==> src/slrd_pkg.sv <==
// Purpose: constants for the twelve-channel serial-in latch driver
// Assumes: one 20 MHz clock; all serial pins sampled through two flip-flops
// Notes: no software-visible registers
package slrd_pkg;
	localparam int unsigned STAGES = 12;
	localparam logic [11:0] CLEAR_VALUE = 12'h000;
	localparam int unsigned SYNC_DEPTH = 2;
	localparam int unsigned CLK_HZ = 20000000;
	localparam int unsigned BUF_DEPTH = 2;
endpackage

==> src/slrd_driver.sv <==
// Purpose: serial-in, parallel-out shift register, storage latch, sinks
// Assumes: shift and latch clocks are slow pins, oversampled by clk
// Notes: pin edges are found after a two-flop synchroniser
module slrd_driver #(
	parameter int unsigned STAGES = slrd_pkg::STAGES
) (
	// clock and reset
	input wire logic clk,
	input wire logic srst,
	// serial pins
	input wire logic clear_all_n,
	input wire logic shift_clock,
	input wire logic shift_data_in,
	input wire logic latch_clock,
	input wire logic output_enable_n,
	output logic cascade_data_out,
	// sink channels: out is tied low; low on oe_n means pulled down (conducting)
	output logic [STAGES-1:0] sink_channel_outputs,
	output logic [STAGES-1:0] sink_channel_oe_n,
	// parallel word stream from the latch
	output logic word_valid,
	output logic [STAGES-1:0] word_data,
	input wire logic word_ready
);
	logic [1:0] s_clr, s_sck, s_din, s_lck, s_oe;
	logic sck_q, lck_q;
	logic sck_rise, sck_fall, lck_rise, clr_n, oe_n, din;
	logic [STAGES-1:0] shift_reg;
	logic [STAGES-1:0] latch_reg;
	logic [STAGES-1:0] buf_mem [0:1];
	logic [1:0] buf_cnt;
	logic wr_ptr, rd_ptr, buf_in_ready, push, pop;

	// second flop only feeds logic; first flop read by nothing else
	always_ff @(posedge clk) begin
		if (srst) begin
			s_clr <= 2'h0;
			s_sck <= 2'h0;
			s_din <= 2'h0;
			s_lck <= 2'h0;
			s_oe <= 2'h3;
		end else begin
			s_clr <= {s_clr[0], clear_all_n};
			s_sck <= {s_sck[0], shift_clock};
			s_din <= {s_din[0], shift_data_in};
			s_lck <= {s_lck[0], latch_clock};
			s_oe <= {s_oe[0], output_enable_n};
		end
	end

	assign clr_n = s_clr[1];
	assign oe_n = s_oe[1];
	assign din = s_din[1];

	always_ff @(posedge clk) begin
		if (srst) begin
			sck_q <= 1'b0;
			lck_q <= 1'b0;
		end else begin
			sck_q <= s_sck[1];
			lck_q <= s_lck[1];
		end
	end

	assign sck_rise = s_sck[1] & ~sck_q;
	assign sck_fall = ~s_sck[1] & sck_q;
	assign lck_rise = s_lck[1] & ~lck_q;

	// shift register
	always_ff @(posedge clk) begin
		if (srst || !clr_n) begin
			shift_reg <= slrd_pkg::CLEAR_VALUE;
		end else if (sck_rise) begin
			shift_reg <= {shift_reg[STAGES-2:0], din};
		end
	end

	// cascade output moves half a shift-clock later for hold margin
	always_ff @(posedge clk) begin
		if (srst || !clr_n) begin
			cascade_data_out <= 1'b0;
		end else if (sck_fall) begin
			cascade_data_out <= shift_reg[STAGES-1];
		end
	end

	// storage latch; every latch edge is taken, but while the buffer is full
	// the word is not pushed and is lost from the stream, though the latch copies it
	assign push = lck_rise && buf_in_ready;
	always_ff @(posedge clk) begin
		if (srst || !clr_n) begin
			latch_reg <= slrd_pkg::CLEAR_VALUE;
		end else if (lck_rise) begin
			latch_reg <= shift_reg;
		end
	end

	// sinks: oe_n low pulls the pin low, so conducting = oe low
	always_ff @(posedge clk) begin
		if (srst) begin
			sink_channel_oe_n <= '1;
		end else begin
			for (int i = 0; i < STAGES; i++) begin
				sink_channel_oe_n[i] <= ~(clr_n & ~oe_n & latch_reg[i]);
			end
		end
	end
	assign sink_channel_outputs = '0;

	// two-entry buffer carrying each latched word out while it has room
	assign buf_in_ready = (buf_cnt != 2'd2);
	assign pop = word_valid && word_ready;
	always_ff @(posedge clk) begin
		if (srst) begin
			buf_cnt <= 2'd0;
			wr_ptr <= 1'b0;
			rd_ptr <= 1'b0;
		end else begin
			if (push) begin
				wr_ptr <= ~wr_ptr;
			end
			if (pop) begin
				rd_ptr <= ~rd_ptr;
			end
			buf_cnt <= buf_cnt + {1'b0, push} - {1'b0, pop};
		end
	end
	always_ff @(posedge clk) begin
		if (push) begin
			buf_mem[wr_ptr] <= shift_reg;
		end
	end
	assign word_valid = (buf_cnt != 2'd0);
	always_ff @(posedge clk) begin
		if (srst) begin
			word_data <= '0;
		end else begin
			word_data <= buf_mem[next_rd()];
		end
	end

	function automatic logic next_rd();
		next_rd = pop ? ~rd_ptr : rd_ptr;
	endfunction

	// a low clear empties both register banks on the next cycle
	clear_shift_a: assert property (@(posedge clk) disable iff (srst)
		!clr_n |=> shift_reg == '0 && latch_reg == '0)
		else $error("clear did not empty registers");

	// a high enable pin turns every channel off
	off_when_dis_a: assert property (@(posedge clk) disable iff (srst)
		oe_n |=> sink_channel_oe_n == '1)
		else $error("channel on while disabled");

	// enabled channels mirror the latch one cycle later
	on_follows_a: assert property (@(posedge clk) disable iff (srst)
		clr_n && !oe_n |=> sink_channel_oe_n == ~$past(latch_reg))
		else $error("channel does not follow latch");

	// latch edge copies all stages at once
	latch_copy_a: assert property (@(posedge clk) disable iff (srst)
		lck_rise && clr_n |=> latch_reg == $past(shift_reg))
		else $error("latch did not copy stages");

	// shift edge moves every stage up by one
	shift_step_a: assert property (@(posedge clk) disable iff (srst)
		sck_rise && clr_n |=>
		shift_reg == {$past(shift_reg[STAGES-2:0]), $past(din)})
		else $error("shift step wrong");

	// outside clear, the cascade pin only moves on a falling shift edge
	casc_hold_a: assert property (@(posedge clk) disable iff (srst)
		!sck_fall && clr_n |=> $stable(cascade_data_out))
		else $error("cascade moved off falling edge");

	// cascade pin shows the top stage
	casc_tail_a: assert property (@(posedge clk) disable iff (srst)
		sck_fall && clr_n |=>
		cascade_data_out == $past(shift_reg[STAGES-1]))
		else $error("cascade not final stage");

	// nothing reaches the channels while clear is low
	pass_clear_a: assert property (@(posedge clk) disable iff (srst)
		!clr_n |=> sink_channel_oe_n == '1)
		else $error("latch passed during clear");

	// open-drain pins never drive high
	drain_low_a: assert property (@(posedge clk)
		sink_channel_outputs == '0)
		else $error("sink driven high");

	// each synchroniser stage follows the one before it
	sync_clr_a: assert property (@(posedge clk) disable iff (srst)
		1'b1 |=> s_clr[1] == $past(s_clr[0]))
		else $error("clear synchroniser broken");

	// shift clock synchroniser
	sync_sck_a: assert property (@(posedge clk) disable iff (srst)
		1'b1 |=> s_sck[1] == $past(s_sck[0]))
		else $error("shift clock synchroniser broken");

	// latch clock synchroniser
	sync_lck_a: assert property (@(posedge clk) disable iff (srst)
		1'b1 |=> s_lck[1] == $past(s_lck[0]))
		else $error("latch clock synchroniser broken");

	// data synchroniser keeps data aligned with the clock path
	sync_din_a: assert property (@(posedge clk) disable iff (srst)
		1'b1 |=> s_din[1] == $past(s_din[0]))
		else $error("data synchroniser broken");

	// enable synchroniser
	sync_oe_a: assert property (@(posedge clk) disable iff (srst)
		1'b1 |=> s_oe[1] == $past(s_oe[0]))
		else $error("enable synchroniser broken");

	// a rise needs a low-then-high pair on the synchronised pin
	sck_rise_a: assert property (@(posedge clk) disable iff (srst)
		sck_rise |-> s_sck[1] && !sck_q)
		else $error("false shift rise");

	// a fall needs a high-then-low pair
	sck_fall_a: assert property (@(posedge clk) disable iff (srst)
		sck_fall |-> !s_sck[1] && sck_q)
		else $error("false shift fall");

	// one shift edge cannot be both directions
	edge_excl_a: assert property (@(posedge clk) disable iff (srst)
		!(sck_rise && sck_fall))
		else $error("shift rise and fall together");

	// latch rise detection
	lck_rise_a: assert property (@(posedge clk) disable iff (srst)
		lck_rise |-> s_lck[1] && !lck_q)
		else $error("false latch rise");

	// a rise lasts one cycle, so one pin edge shifts once
	sck_once_a: assert property (@(posedge clk) disable iff (srst)
		sck_rise |=> !sck_rise)
		else $error("shift rise repeated");

	// one latch pin edge copies once
	lck_once_a: assert property (@(posedge clk) disable iff (srst)
		lck_rise |=> !lck_rise)
		else $error("latch rise repeated");

	// stages hold between shift edges
	shift_hold_a: assert property (@(posedge clk) disable iff (srst)
		!sck_rise && clr_n |=> $stable(shift_reg))
		else $error("stages moved without shift edge");

	// latch holds between latch edges
	latch_hold_a: assert property (@(posedge clk) disable iff (srst)
		!lck_rise && clr_n |=> $stable(latch_reg))
		else $error("latch moved without latch edge");

	// clear also empties the cascade pin
	clear_casc_a: assert property (@(posedge clk) disable iff (srst)
		!clr_n |=> !cascade_data_out)
		else $error("cascade kept during clear");

	// a conducting channel always had its latch bit set
	sink_bit_a: assert property (@(posedge clk) disable iff (srst)
		1'b1 |=> (~sink_channel_oe_n & ~$past(latch_reg)) == '0)
		else $error("channel on with bit zero");

	// buffer never holds more than two words
	buf_bound_a: assert property (@(posedge clk) disable iff (srst)
		buf_cnt <= 2'd2)
		else $error("buffer overfilled");

	// a full buffer takes no word, so none is overwritten
	full_block_a: assert property (@(posedge clk) disable iff (srst)
		buf_cnt == 2'd2 |-> !push)
		else $error("push into full buffer");

	// valid follows the fill count
	valid_cnt_a: assert property (@(posedge clk) disable iff (srst)
		word_valid == (buf_cnt != 2'd0))
		else $error("valid disagrees with count");

	// a lone push grows the count by one
	push_grow_a: assert property (@(posedge clk) disable iff (srst)
		push && !pop |=> buf_cnt == $past(buf_cnt) + 2'd1)
		else $error("push did not grow count");

	// a lone pop shrinks it by one
	pop_shrink_a: assert property (@(posedge clk) disable iff (srst)
		pop && !push |=> buf_cnt == $past(buf_cnt) - 2'd1)
		else $error("pop did not shrink count");

	// each push advances the write slot
	push_ptr_a: assert property (@(posedge clk) disable iff (srst)
		push |=> wr_ptr != $past(wr_ptr))
		else $error("write slot stuck");

	// each pop advances the read slot
	pop_ptr_a: assert property (@(posedge clk) disable iff (srst)
		pop |=> rd_ptr != $past(rd_ptr))
		else $error("read slot stuck");
endmodule

==> config.mk <==
export PLATFORM = sky130hd
export DESIGN_NAME = slrd_driver
export DESIGN_NICKNAME = d
export VERILOG_FILES = /design/src/slrd_pkg.sv /design/src/slrd_driver.sv
export SDC_FILE = /design/constraint.sdc
export NUM_CORES = 1
export LEC_CHECK = 0
export BUFFER_PORTS_ARGS = -buffer_cell sky130_fd_sc_hd__buf_2
export CAP_MARGIN = 20
export CORE_MARGIN = 5
export CORE_UTILIZATION = 60
export DETAILED_ROUTE_END_ITERATION = 8
export GPL_TIMING_DRIVEN = 0
export HOLD_SLACK_MARGIN = 0.08
export PLACE_DENSITY = 0.86
export RECOVER_POWER = 100
export SLEW_MARGIN = 20
export SYNTH_ARGS = -nofsm -noshare
export SYNTH_HDL_FRONTEND = slang
export SYNTH_SLANG_ARGS = --single-unit
==> constraint.sdc <==
create_clock -name clk -period 3.15 [get_ports clk]
set_input_delay 0.7875 -clock clk [delete_from_list [all_inputs] [get_ports clk]]
set_output_delay 0.7875 -clock clk [all_outputs]
set_load 0.02 [all_outputs]
==> run metrics, run 1 <==
Fin. Hold Viols 0; dpl ws 941 ps; yosys warns 0; ys async rst share 0; final period utilization 0.692; Syn Area/Cell roughly 10 um^2; port bufs 33; HP Class reg2reg; Fmax 0.459 GHz; aggregate global routing overflow 0; RSZ-0062 raised after global routing no; vias per cell approximately 4.9; core area 5440 um^2; clk buf depth 2; register area share after synthesis 0.609; antenna viol nets, final 0; Synth top area share 0.392; Worst-path clk slew 80 ps; Finished Layout Cells 463; DRC 0; Worst Skew just under 6 ps; post-synth top area cell dfxtp_1; Setup TNS Final 0 ps; flops & latches, synth 89; met2 Resource Use GR 0.292; initial antenna violation count 0; drt pass-1 iters 7; Crit. End Element flop; largest reg by FF count buf_mem; clk_lat worst skew 350 ps; WS Path Type in2reg; Power Total 2.56 mW; GRT Overall Usage 0.179; vias in the first global route 2278; I/O pins 46; Post-CTS Setup Repair Bufs 0; final setup vio count 0; switching pwr 0.737 mW; layout cell share with drive strength beyond 1 0.118; crit-path max FO 10; most frequent cell after synthesis nand2_1; top_reg_cell synth dfxtp_1; root buf cell clkbuf_8; relative slew slack 0.363; GR Util met3 0.0373; part of the power in the clock network 0.294; post_cts resized 0; Synth-to-Final Area Change 13.5%; main combinational cell family by area after synthesis simple AND/OR/NAND/NOR gates; CTS tree yes; drt initial violations 77; Data arrival, critical path 2410 ps; PnR worst setup slack slightly below 1000 ps; Post-DP Area 3610 um^2; Inst Count DP 447; power per cell area 680 nW/um^2; row count 27; Post-synth top cells nand2_1 (96), dfxtp_1 (65), nand2b_1 (29), a21oi_1 (25); mux contribution to synthesized area 0.00302; Synth area leaders dfxtp_1 (39%), edfxtp_1 (22%), nand2_1 (11%); max FFs per register 24; switching portion of total power 0.288; status complete, no violations; Cell Int Power between 1.5 and 2 mW; n_diodes 0; Post-synth EDFFs 24; Cells after Synth 331; Req. time, crit path 3380 ps; gp weighted congestion 0.889; simple-gate share of the synthesized area 0.207; met1 GRT Util 0.214; synth unique cells 26; number of max-cap violations 0; fill count 416; first-pass GRT wire length roughly 10000 um; Synth Area in Compound Gates 0.105; Worst-Margin Slew 952 ps; max-slew violations 0; clk sink count 89; routed vias 2291; adder and majority cell fraction of the synthesized area 0.00754; WL per Instance 12.7 um; full die area 7120 um^2; crit start category input port; die height 84.4 um; post-route cell area 3770 um^2; largest net degree at the start of global routing 15; Flop pwr share 0.506; XOR/XNOR Fraction of Synth Area 0.00528; cts bufs inserted 9; P_leak 1.43 nW; fin crit period 2180 ps; die width around 84 um; Synth Cell Area 3320 um^2; # hold bufs at CTS 0; dpl hpwl about 4200 um; Comb pwr share 0.200; fin nets 396; wirelength, routed a little under 6000 um; H-tree Lvls 3; Initial Util 0.610; GR peak layer met2; Worst VDD drop about 0.43 mV
## cells by family (layout without fill, tap and decap cells)
family | Yosys count | after routing
flip-flops | 89 | 89
other | 1 | 12
AO/OA/AOI/OAI | 51 | 51
XOR/XNOR | 2 | 2
adder cells (fa/ha/maj) | 2 | 2
multiplexers | 1 | 1
buffers and inverters | 35 | 84
AND/OR/NAND/NOR | 150 | 150
## critical path, cell delays in order
cell and delay (ps):
buf_2 90, o21ai_2 70, inv_1 150, clkbuf_1 440, ha_1 330, inv_1 60
ha_1 140, xor2_1 170, and2_1 140, nor3_1 40
## final cells by class
cell class,count,area [um^2],share of cell area
sequential,89,2020,0.537
multi-input combinational,218,1130,0.300
clock buffer,12,176,0.0468
buffer,31,176,0.0468
timing repair buffer,33,131,0.0349
tap,72,90.1,0.0239
clock inverter,4,23.8,0.00631
inverter,4,15.0,0.00399
## power groups by stage
| stage | clock [mW] | sequential, mW | combinational (mW) |
|---|---|---|---|
| after detailed placement | 0 | 1.32 | 0.541 |
| after CTS | 0.763 | 1.30 | 0.543 |
| after floorplan | 0 | 1.40 | 0.316 |
| final | 0.752 | 1.30 | 0.511 |
| after global placement | 0 | 1.32 | 0.532 |
| after global routing | 0.814 | 1.31 | 0.557 |
## worst paths after layout
path,depth (start not counted),slack (ps),start,to
max reg2reg,9,1060,buf_cnt[1]$_SDFF_PP0_,buf_cnt[1]$_SDFF_PP0_
max,10,970,word_ready,buf_cnt[1]$_SDFF_PP0_
min,1,380,latch_reg[4]$_SDFFE_PP0P_,sink_channel_oe_n[4]$_SDFF_PP1_
min reg2reg,1,380,latch_reg[4]$_SDFFE_PP0P_,sink_channel_oe_n[4]$_SDFF_PP1_
## per-layer routing
layer	routed length (um)	vias to the layer above
met5	0	-
met4	204	0
met3	291	18
met2	2760	57
met1	2640	1044
li1	-	1172
## stage by stage
stage | hold slack (ps) | utilization
finish | 385 | 0.692
global route | 409 | 0.692
CTS | 388 | 0.701
detailed placement | 365 | 0.665
global placement | 368 | 0.665
floorplan | 358 | -
## cells in the final DEF, fill, tap and decap left out
cell / instances
nor3_1: 1
nor2b_1: 14
a211o_1: 24
clkinv_4: 1
or3_1: 1
buf_2: 12
nand2_1: 96
nor2_1: 5
clkbuf_1: 38
nand2b_1: 29
dfxtp_1: 65
o21ai_0: 1
clkbuf_8: 11
and2_1: 1
xnor2_1: 1
xor2_1: 1
ha_1: 2
clkinv_2: 3
a21oi_1: 25
edfxtp_1: 24
inv_1: 4
or2_2: 3
clkbuf_16: 1
conb_1: 12
mux2i_1: 1
buf_4: 14
o21ai_2: 1
(Power assumes the default switching activity.)
==> inputs of run 2 (changes only) <==
Settings changed: CORE_UTILIZATION 60 to 51, PLACE_DENSITY 0.86 to 0.78.
Clock period 3.15 ns to 2 ns, I/O delays scaled along.
==> run metrics, run 2 (synthesis results as in run 1) <==
crit-path cells o21ai_2 > inv_2 > buf_6 > ha_1 > inv_1 > ha_1 > xor2_1 > and2_1 > nor3_1; cts bufs inserted 9 (unchanged); I/O pins 46 (unchanged); Hold Crit Depth 2 (+1); die width 90.7 um (+7.5%); row count 29 (+7.4%); switching pwr 1.23 mW (+67%); met1 GRT Util 0.197 (-0.0175); most frequent cells in the layout nand2_1 (96), dfxtp_1 (65), clkbuf_1 (39); Worst-Margin Slew 590 ps (-362 ps); relative slew slack 0.606 (+0.243); Critical Path Max Stage Delay 360 ps (-80 ps); Top cell by count, worst path ha_1; Worst-path clk slew 90 ps (about the same); commonest non-fill, non-tap cell in the layout nand2_1; met2 Resource Use GR 0.227 (-0.0650); Crit. End Element flop; antenna viol nets, final 0 (unchanged); number of max-cap violations 0 (unchanged); status complete, no violations; slowest cell on the critical path dfxtp_1; wirelength, routed 5870 um (-0.56%); HP Class in2reg; port bufs 33 (unchanged); switching portion of total power 0.309 (+0.0212); worst r2r src buf_cnt[1]$_SDFF_PP0_; CTS tree yes; max FFs per register 24 (unchanged); # hold bufs at CTS 0 (unchanged); drt pass-1 iters 4 (-3); WHS Endpoint s_oe[0]$_SDFF_PP1_; WL per Instance 12.5 um (-1.6%); RSZ-0062 raised after global routing no; Cell Int Power 2.76 mW (+51%); fin nets 396 (unchanged); n_diodes 0 (unchanged); largest reg by FF count buf_mem; P_leak 1.41 nW (-1.1%); Post-CTS Setup Repair Bufs 0 (unchanged); gp weighted congestion 0.811 (-8.8%); Synth-to-Final Area Change 13.2%; max-slew violations 0 (unchanged); delay-heaviest family, CP adder cells; layout cell share with drive strength beyond 1 0.120 (+0.00256); Buf/Inv on CP 3 (-1); final setup vio count 0 (unchanged); Fmax 0.553 GHz; crit start category flop; Fin. Hold Viols 0 (unchanged); GR Util met3 0.0408 (+0.00354); Worst Skew 7.68 ps (+1.75 ps); Setup TNS Final 0 ps (unchanged); DRC 0 (unchanged); Power Total 3.99 mW (+56%); HP Start output_enable_n; clk buf depth 2 (unchanged); Worst R2R Setup Slack 190 ps (-870 ps); Worst R2R Path Depth 9 (unchanged); first-pass GRT wire length 10300 um (+1.0%); fin crit period ~1800 ps; drt initial violations 148 (+92%); power per cell area 1060 nW/um^2 (+56%); full die area 8220 um^2 (+15%); routed vias 2280 (-0.48%); Initial Util 0.523 (-0.0875); aggregate global routing overflow 0 (unchanged); crit-path max FO 10 (unchanged); initial antenna violation count 0 (unchanged); final period utilization 0.904; vias per cell 4.87 (-1.5%); Critical R2R Capture buf_cnt[1]$_SDFF_PP0_; clk_lat worst skew 340 ps (about the same); Flop pwr share 0.512 (+0.006); vias in the first global route 2236 (-1.8%); largest net degree at the start of global routing 18 (+3); WS Path Type reg2reg; Worst VDD drop 0.614 mV (+42%); part of the power in the clock network 0.285 (-0.009); fill count 545 (+31%); worst hold slack 326 ps (-58.5 ps); Req. time, crit path 2280 ps (-1100 ps); Comb pwr share 0.203 (+0.003); clk sink count 89 (unchanged); GRT Overall Usage 0.153 (-0.0256); dpl hpwl 4130 um (-1.3%); die height 90.7 um (+7.5%); root buf cell clkbuf_8; Data arrival, critical path 2080 ps (-330 ps); H-tree Lvls 3 (unchanged); GR peak layer met2; core area 6350 um^2 (+17%); post_cts resized 0 (unchanged)
## run 2: cell count changes in the layout (fill, tap and decap cells not counted), sizes merged
cell / delta
buf: -1
inv: +6
clkbuf: -2
clkinv: -3
## run 2: metal layers
metal / vias up / wire [um]
li1: 1172 / -
met1: 1020 / 2710
met2: 73 / 2660
met3: 15 / 330
met4: 0 / 167
met5: - / 0
## run 2: area by class of cell
class | instances | area (um^2) | share of cell area
clock inverter | 7 | 57.6 | 0.0153
tap | 77 | 96.3 | 0.0256
inverter | 4 | 15.0 | 0.00400
buffer | 31 | 176 | 0.0470
multi-input combinational | 218 | 1130 | 0.302
timing repair buffer | 33 | 131 | 0.0350
clock buffer | 9 | 124 | 0.0330
sequential | 89 | 2020 | 0.538
## run 2: power groups by stage
stage | clock network (mW) | registers, mW | logic [mW]
2_1_floorplan | 0 | 2.21 | 0.498
3_3_place_gp | 0 | 2.08 | 0.840
3_5_place_dp | 0 | 2.08 | 0.853
4_1_cts | 1.17 | 2.04 | 0.857
5_1_grt | 1.26 | 2.06 | 0.903
6_report | 1.14 | 2.04 | 0.810
## run 2: metrics by stage
step	cell area, um^2	utilization	worst slack, ps	cells
after floorplan	3360	-	294	342
final	3760	0.592	192	468
after global placement	3620	0.570	108	452
after detailed placement	3620	0.570	64.5	452
after global routing	3760	0.592	25.5	468
after CTS	3800	0.599	49.0	468
## run 2: worst max path at each step
stage	cells past startpoint	to	slack, ps	start
3_5_place_dp	10	buf_cnt[1]$_SDFF_PP0_	60	word_ready
3_3_place_gp	10	buf_cnt[1]$_SDFF_PP0_	110	word_ready
4_1_cts	3	buf_mem[1][6]$_DFFE_PP_	50	s_lck[1]$_SDFF_PP0_
2_1_floorplan	9	buf_cnt[1]$_SDFF_PP0_	290	word_ready
6_report	9	buf_cnt[1]$_SDFF_PP0_	190	buf_cnt[1]$_SDFF_PP0_
5_1_grt	9	buf_cnt[1]$_SDFF_PP0_	30	buf_cnt[1]$_SDFF_PP0_
==> inputs of run 3 (changes only) <==
--- a/config.mk
+++ b/config.mk
@@ -7,3 +7,3 @@
 export LEC_CHECK = 0
-export BUFFER_PORTS_ARGS = -buffer_cell sky130_fd_sc_hd__buf_2
+export BUFFER_PORTS_ARGS = -buffer_cell sky130_fd_sc_hd__clkbuf_2
 export CAP_MARGIN = 20
@@ -14,3 +14,3 @@
 export HOLD_SLACK_MARGIN = 0.08
-export PLACE_DENSITY = 0.78
+export PLACE_DENSITY = 0.76
 export RECOVER_POWER = 100
--- a/constraint.sdc
+++ b/constraint.sdc
@@ -3,2 +3,2 @@
 set_output_delay 0.5 -clock clk [all_outputs]
-set_load 0.02 [all_outputs]
+set_load 0.005 [all_outputs]
==> run metrics, run 3 (synthesis results as in run 1) <==
max-slew violations 0 (unchanged); worst hold slack 328 ps (+2.07 ps); RSZ-0062 raised after global routing no; Fin. Hold Viols 0 (unchanged); antenna viol nets, final 0 (unchanged); Setup TNS Final 0 ps (unchanged); WHS Endpoint s_oe[0]$_SDFF_PP1_; status complete, no violations; power per cell area 1050 nW/um^2 (-0.70%); gp weighted congestion 0.793 (-2.2%); Worst VDD drop 0.506 mV (-18%); core area 6350 um^2 (unchanged); Crit. End Element flop; Worst Skew 5.86 ps (-1.82 ps); commonest non-fill, non-tap cell in the layout nand2_1; H-tree Lvls 3 (unchanged); Worst-Margin Slew 584 ps (-6.16 ps); Data arrival, critical path 2030 ps (-50 ps); Synth-to-Final Area Change 15.4%; drt pass-1 iters 4 (unchanged); layout cell share with drive strength beyond 1 0.151 (+0.0307); drt initial violations 124 (-16%); relative slew slack 0.610 (+0.00411); first-pass GRT wire length 10500 um (+1.9%); n_diodes 0 (unchanged); CTS tree yes; vias in the first global route 2267 (+1.4%); fin nets 396 (unchanged); wirelength, routed 5860 um (-0.19%); WS Path Type reg2reg; max FFs per register 24 (unchanged); fill count 543 (-0.37%); I/O pins 46 (unchanged); fin crit period 1810 ps (+0.865 ps); most frequent cells in the layout nand2_1 (96), dfxtp_1 (64), nand2b_1 (29), clkbuf_1 (29), a21oi_1 (25); aggregate global routing overflow 0 (unchanged); number of max-cap violations 0 (unchanged); full die area 8220 um^2 (unchanged); crit start category flop; initial antenna violation count 0 (unchanged); clk sink count 89 (unchanged); Finished Layout Cells 468 (unchanged); crit-path max FO 10 (unchanged); HP Start output_enable_n; Initial Util 0.523 (unchanged); clk buf depth 2 (unchanged); final period utilization 0.905 (about the same); Fmax 0.553 GHz (about the same); die height 90.7 um (unchanged); worst r2r src buf_cnt[1]$_SDFF_PP0_; Req. time, crit path 2220 ps (-60 ps); dpl hpwl 4050 um (-1.9%); Hold Crit Depth 2 (unchanged); cts bufs inserted 9 (unchanged); HP Class in2reg; routed vias 2275 (-0.22%); largest net degree at the start of global routing 15 (-3); Inst Count DP 452 (unchanged); vias per cell 4.86 (-0.22%); Critical R2R Capture buf_cnt[1]$_SDFF_PP0_; Worst R2R Setup Slack 190 ps (about the same); port bufs 33 (unchanged); P_leak 1.46 nW (+3.5%); GRT Overall Usage 0.157 (+0.00399); clk_lat worst skew 350 ps (about the same); final setup vio count 0 (unchanged); DRC 0 (unchanged); root buf cell clkbuf_8; die width 90.7 um (unchanged); row count 29 (unchanged); largest reg by FF count buf_mem; Worst-path clk slew 80 ps (about the same); WL per Instance 12.5 um (-0.19%); Worst R2R Path Depth 9 (unchanged)
## run 3: changes by cell type in the layout (fill, tap and decap cells not counted), moves of 3 or more
cell,delta
buf_2,-6
clkbuf_1,-10
clkbuf_16,+3
clkbuf_2,+17
inv_6,-4
## run 3: what timing repair did
item | 4_1_cts | 5_1_grt
hold buffers | 0 | 0
buffers inserted | 0 | 0
resized for setup | 0 | 4
endpoints found under the setup margin | 0 | 13
## run 3: critical path: stages (launching register included)
cell,delay [ps]
dfxtp_2,350
o21ai_4,190
inv_2,90
buf_6,150
ha_1,270
inv_1,50
ha_1,160
xor2_1,210
and2_1,160
nor3_1,40
## run 3: cell type report
cell class / instances / area [um^2] / share of cell area
clock inverters: 2 / 12.5 / 0.00327
inverters: 4 / 15.0 / 0.00392
flip-flops and latches: 89 / 2020 / 0.528
well taps: 77 / 96.3 / 0.0252
clock buffers: 14 / 216 / 0.0565
plain buffers: 31 / 176 / 0.0461
multi-input cells: 218 / 1140 / 0.299
repair buffers: 33 / 145 / 0.0379
## run 3: worst max path at each step
stage / from / to / slack (ps) / depth (start not counted)
3_3_place_gp: word_ready / buf_cnt[1]$_SDFF_PP0_ / 120 / 10
3_5_place_dp: word_ready / buf_cnt[1]$_SDFF_PP0_ / 60 / 10
2_1_floorplan: word_ready / buf_cnt[1]$_SDFF_PP0_ / 290 / 9
5_1_grt: buf_cnt[0]$_SDFF_PP0_ / buf_cnt[1]$_SDFF_PP0_ / 30 / 9
4_1_cts: s_lck[1]$_SDFF_PP0_ / buf_mem[1][5]$_DFFE_PP_ / 110 / 3
6_report: buf_cnt[1]$_SDFF_PP0_ / buf_cnt[1]$_SDFF_PP0_ / 190 / 9
## run 3: routing by layer
metal	track usage	wire length, um
met4	0.0744	118
met2	0.257	2830
met3	0.0458	306
met5	0	0
met1	0.189	2600
## run 3: where the power goes
| part | leakage [nW] | switching (mW) | internal [mW] |
|---|---|---|---|
| Clock | 0.114 | 0.598 | 0.712 |
| Combinational | 0.569 | 0.375 | 0.305 |
| Sequential | 0.776 | 0.0609 | 1.99 |
| Total | 1.46 | 1.03 | 3.00 |
## run 3: through the flow
| step | setup WS (ps) | area [um^2] | power, mW | util |
|---|---|---|---|---|
| 2_1_floorplan | 294 | 3360 | 2.56 | - |
| 3_3_place_gp | 122 | 3620 | 2.78 | 0.570 |
| 3_5_place_dp | 63.0 | 3620 | 2.79 | 0.570 |
| 4_1_cts | 106 | 3850 | 4.10 | 0.606 |
| 5_1_grt | 25.5 | 3830 | 4.26 | 0.603 |
| 6_report | 191 | 3830 | 4.04 | 0.603 |
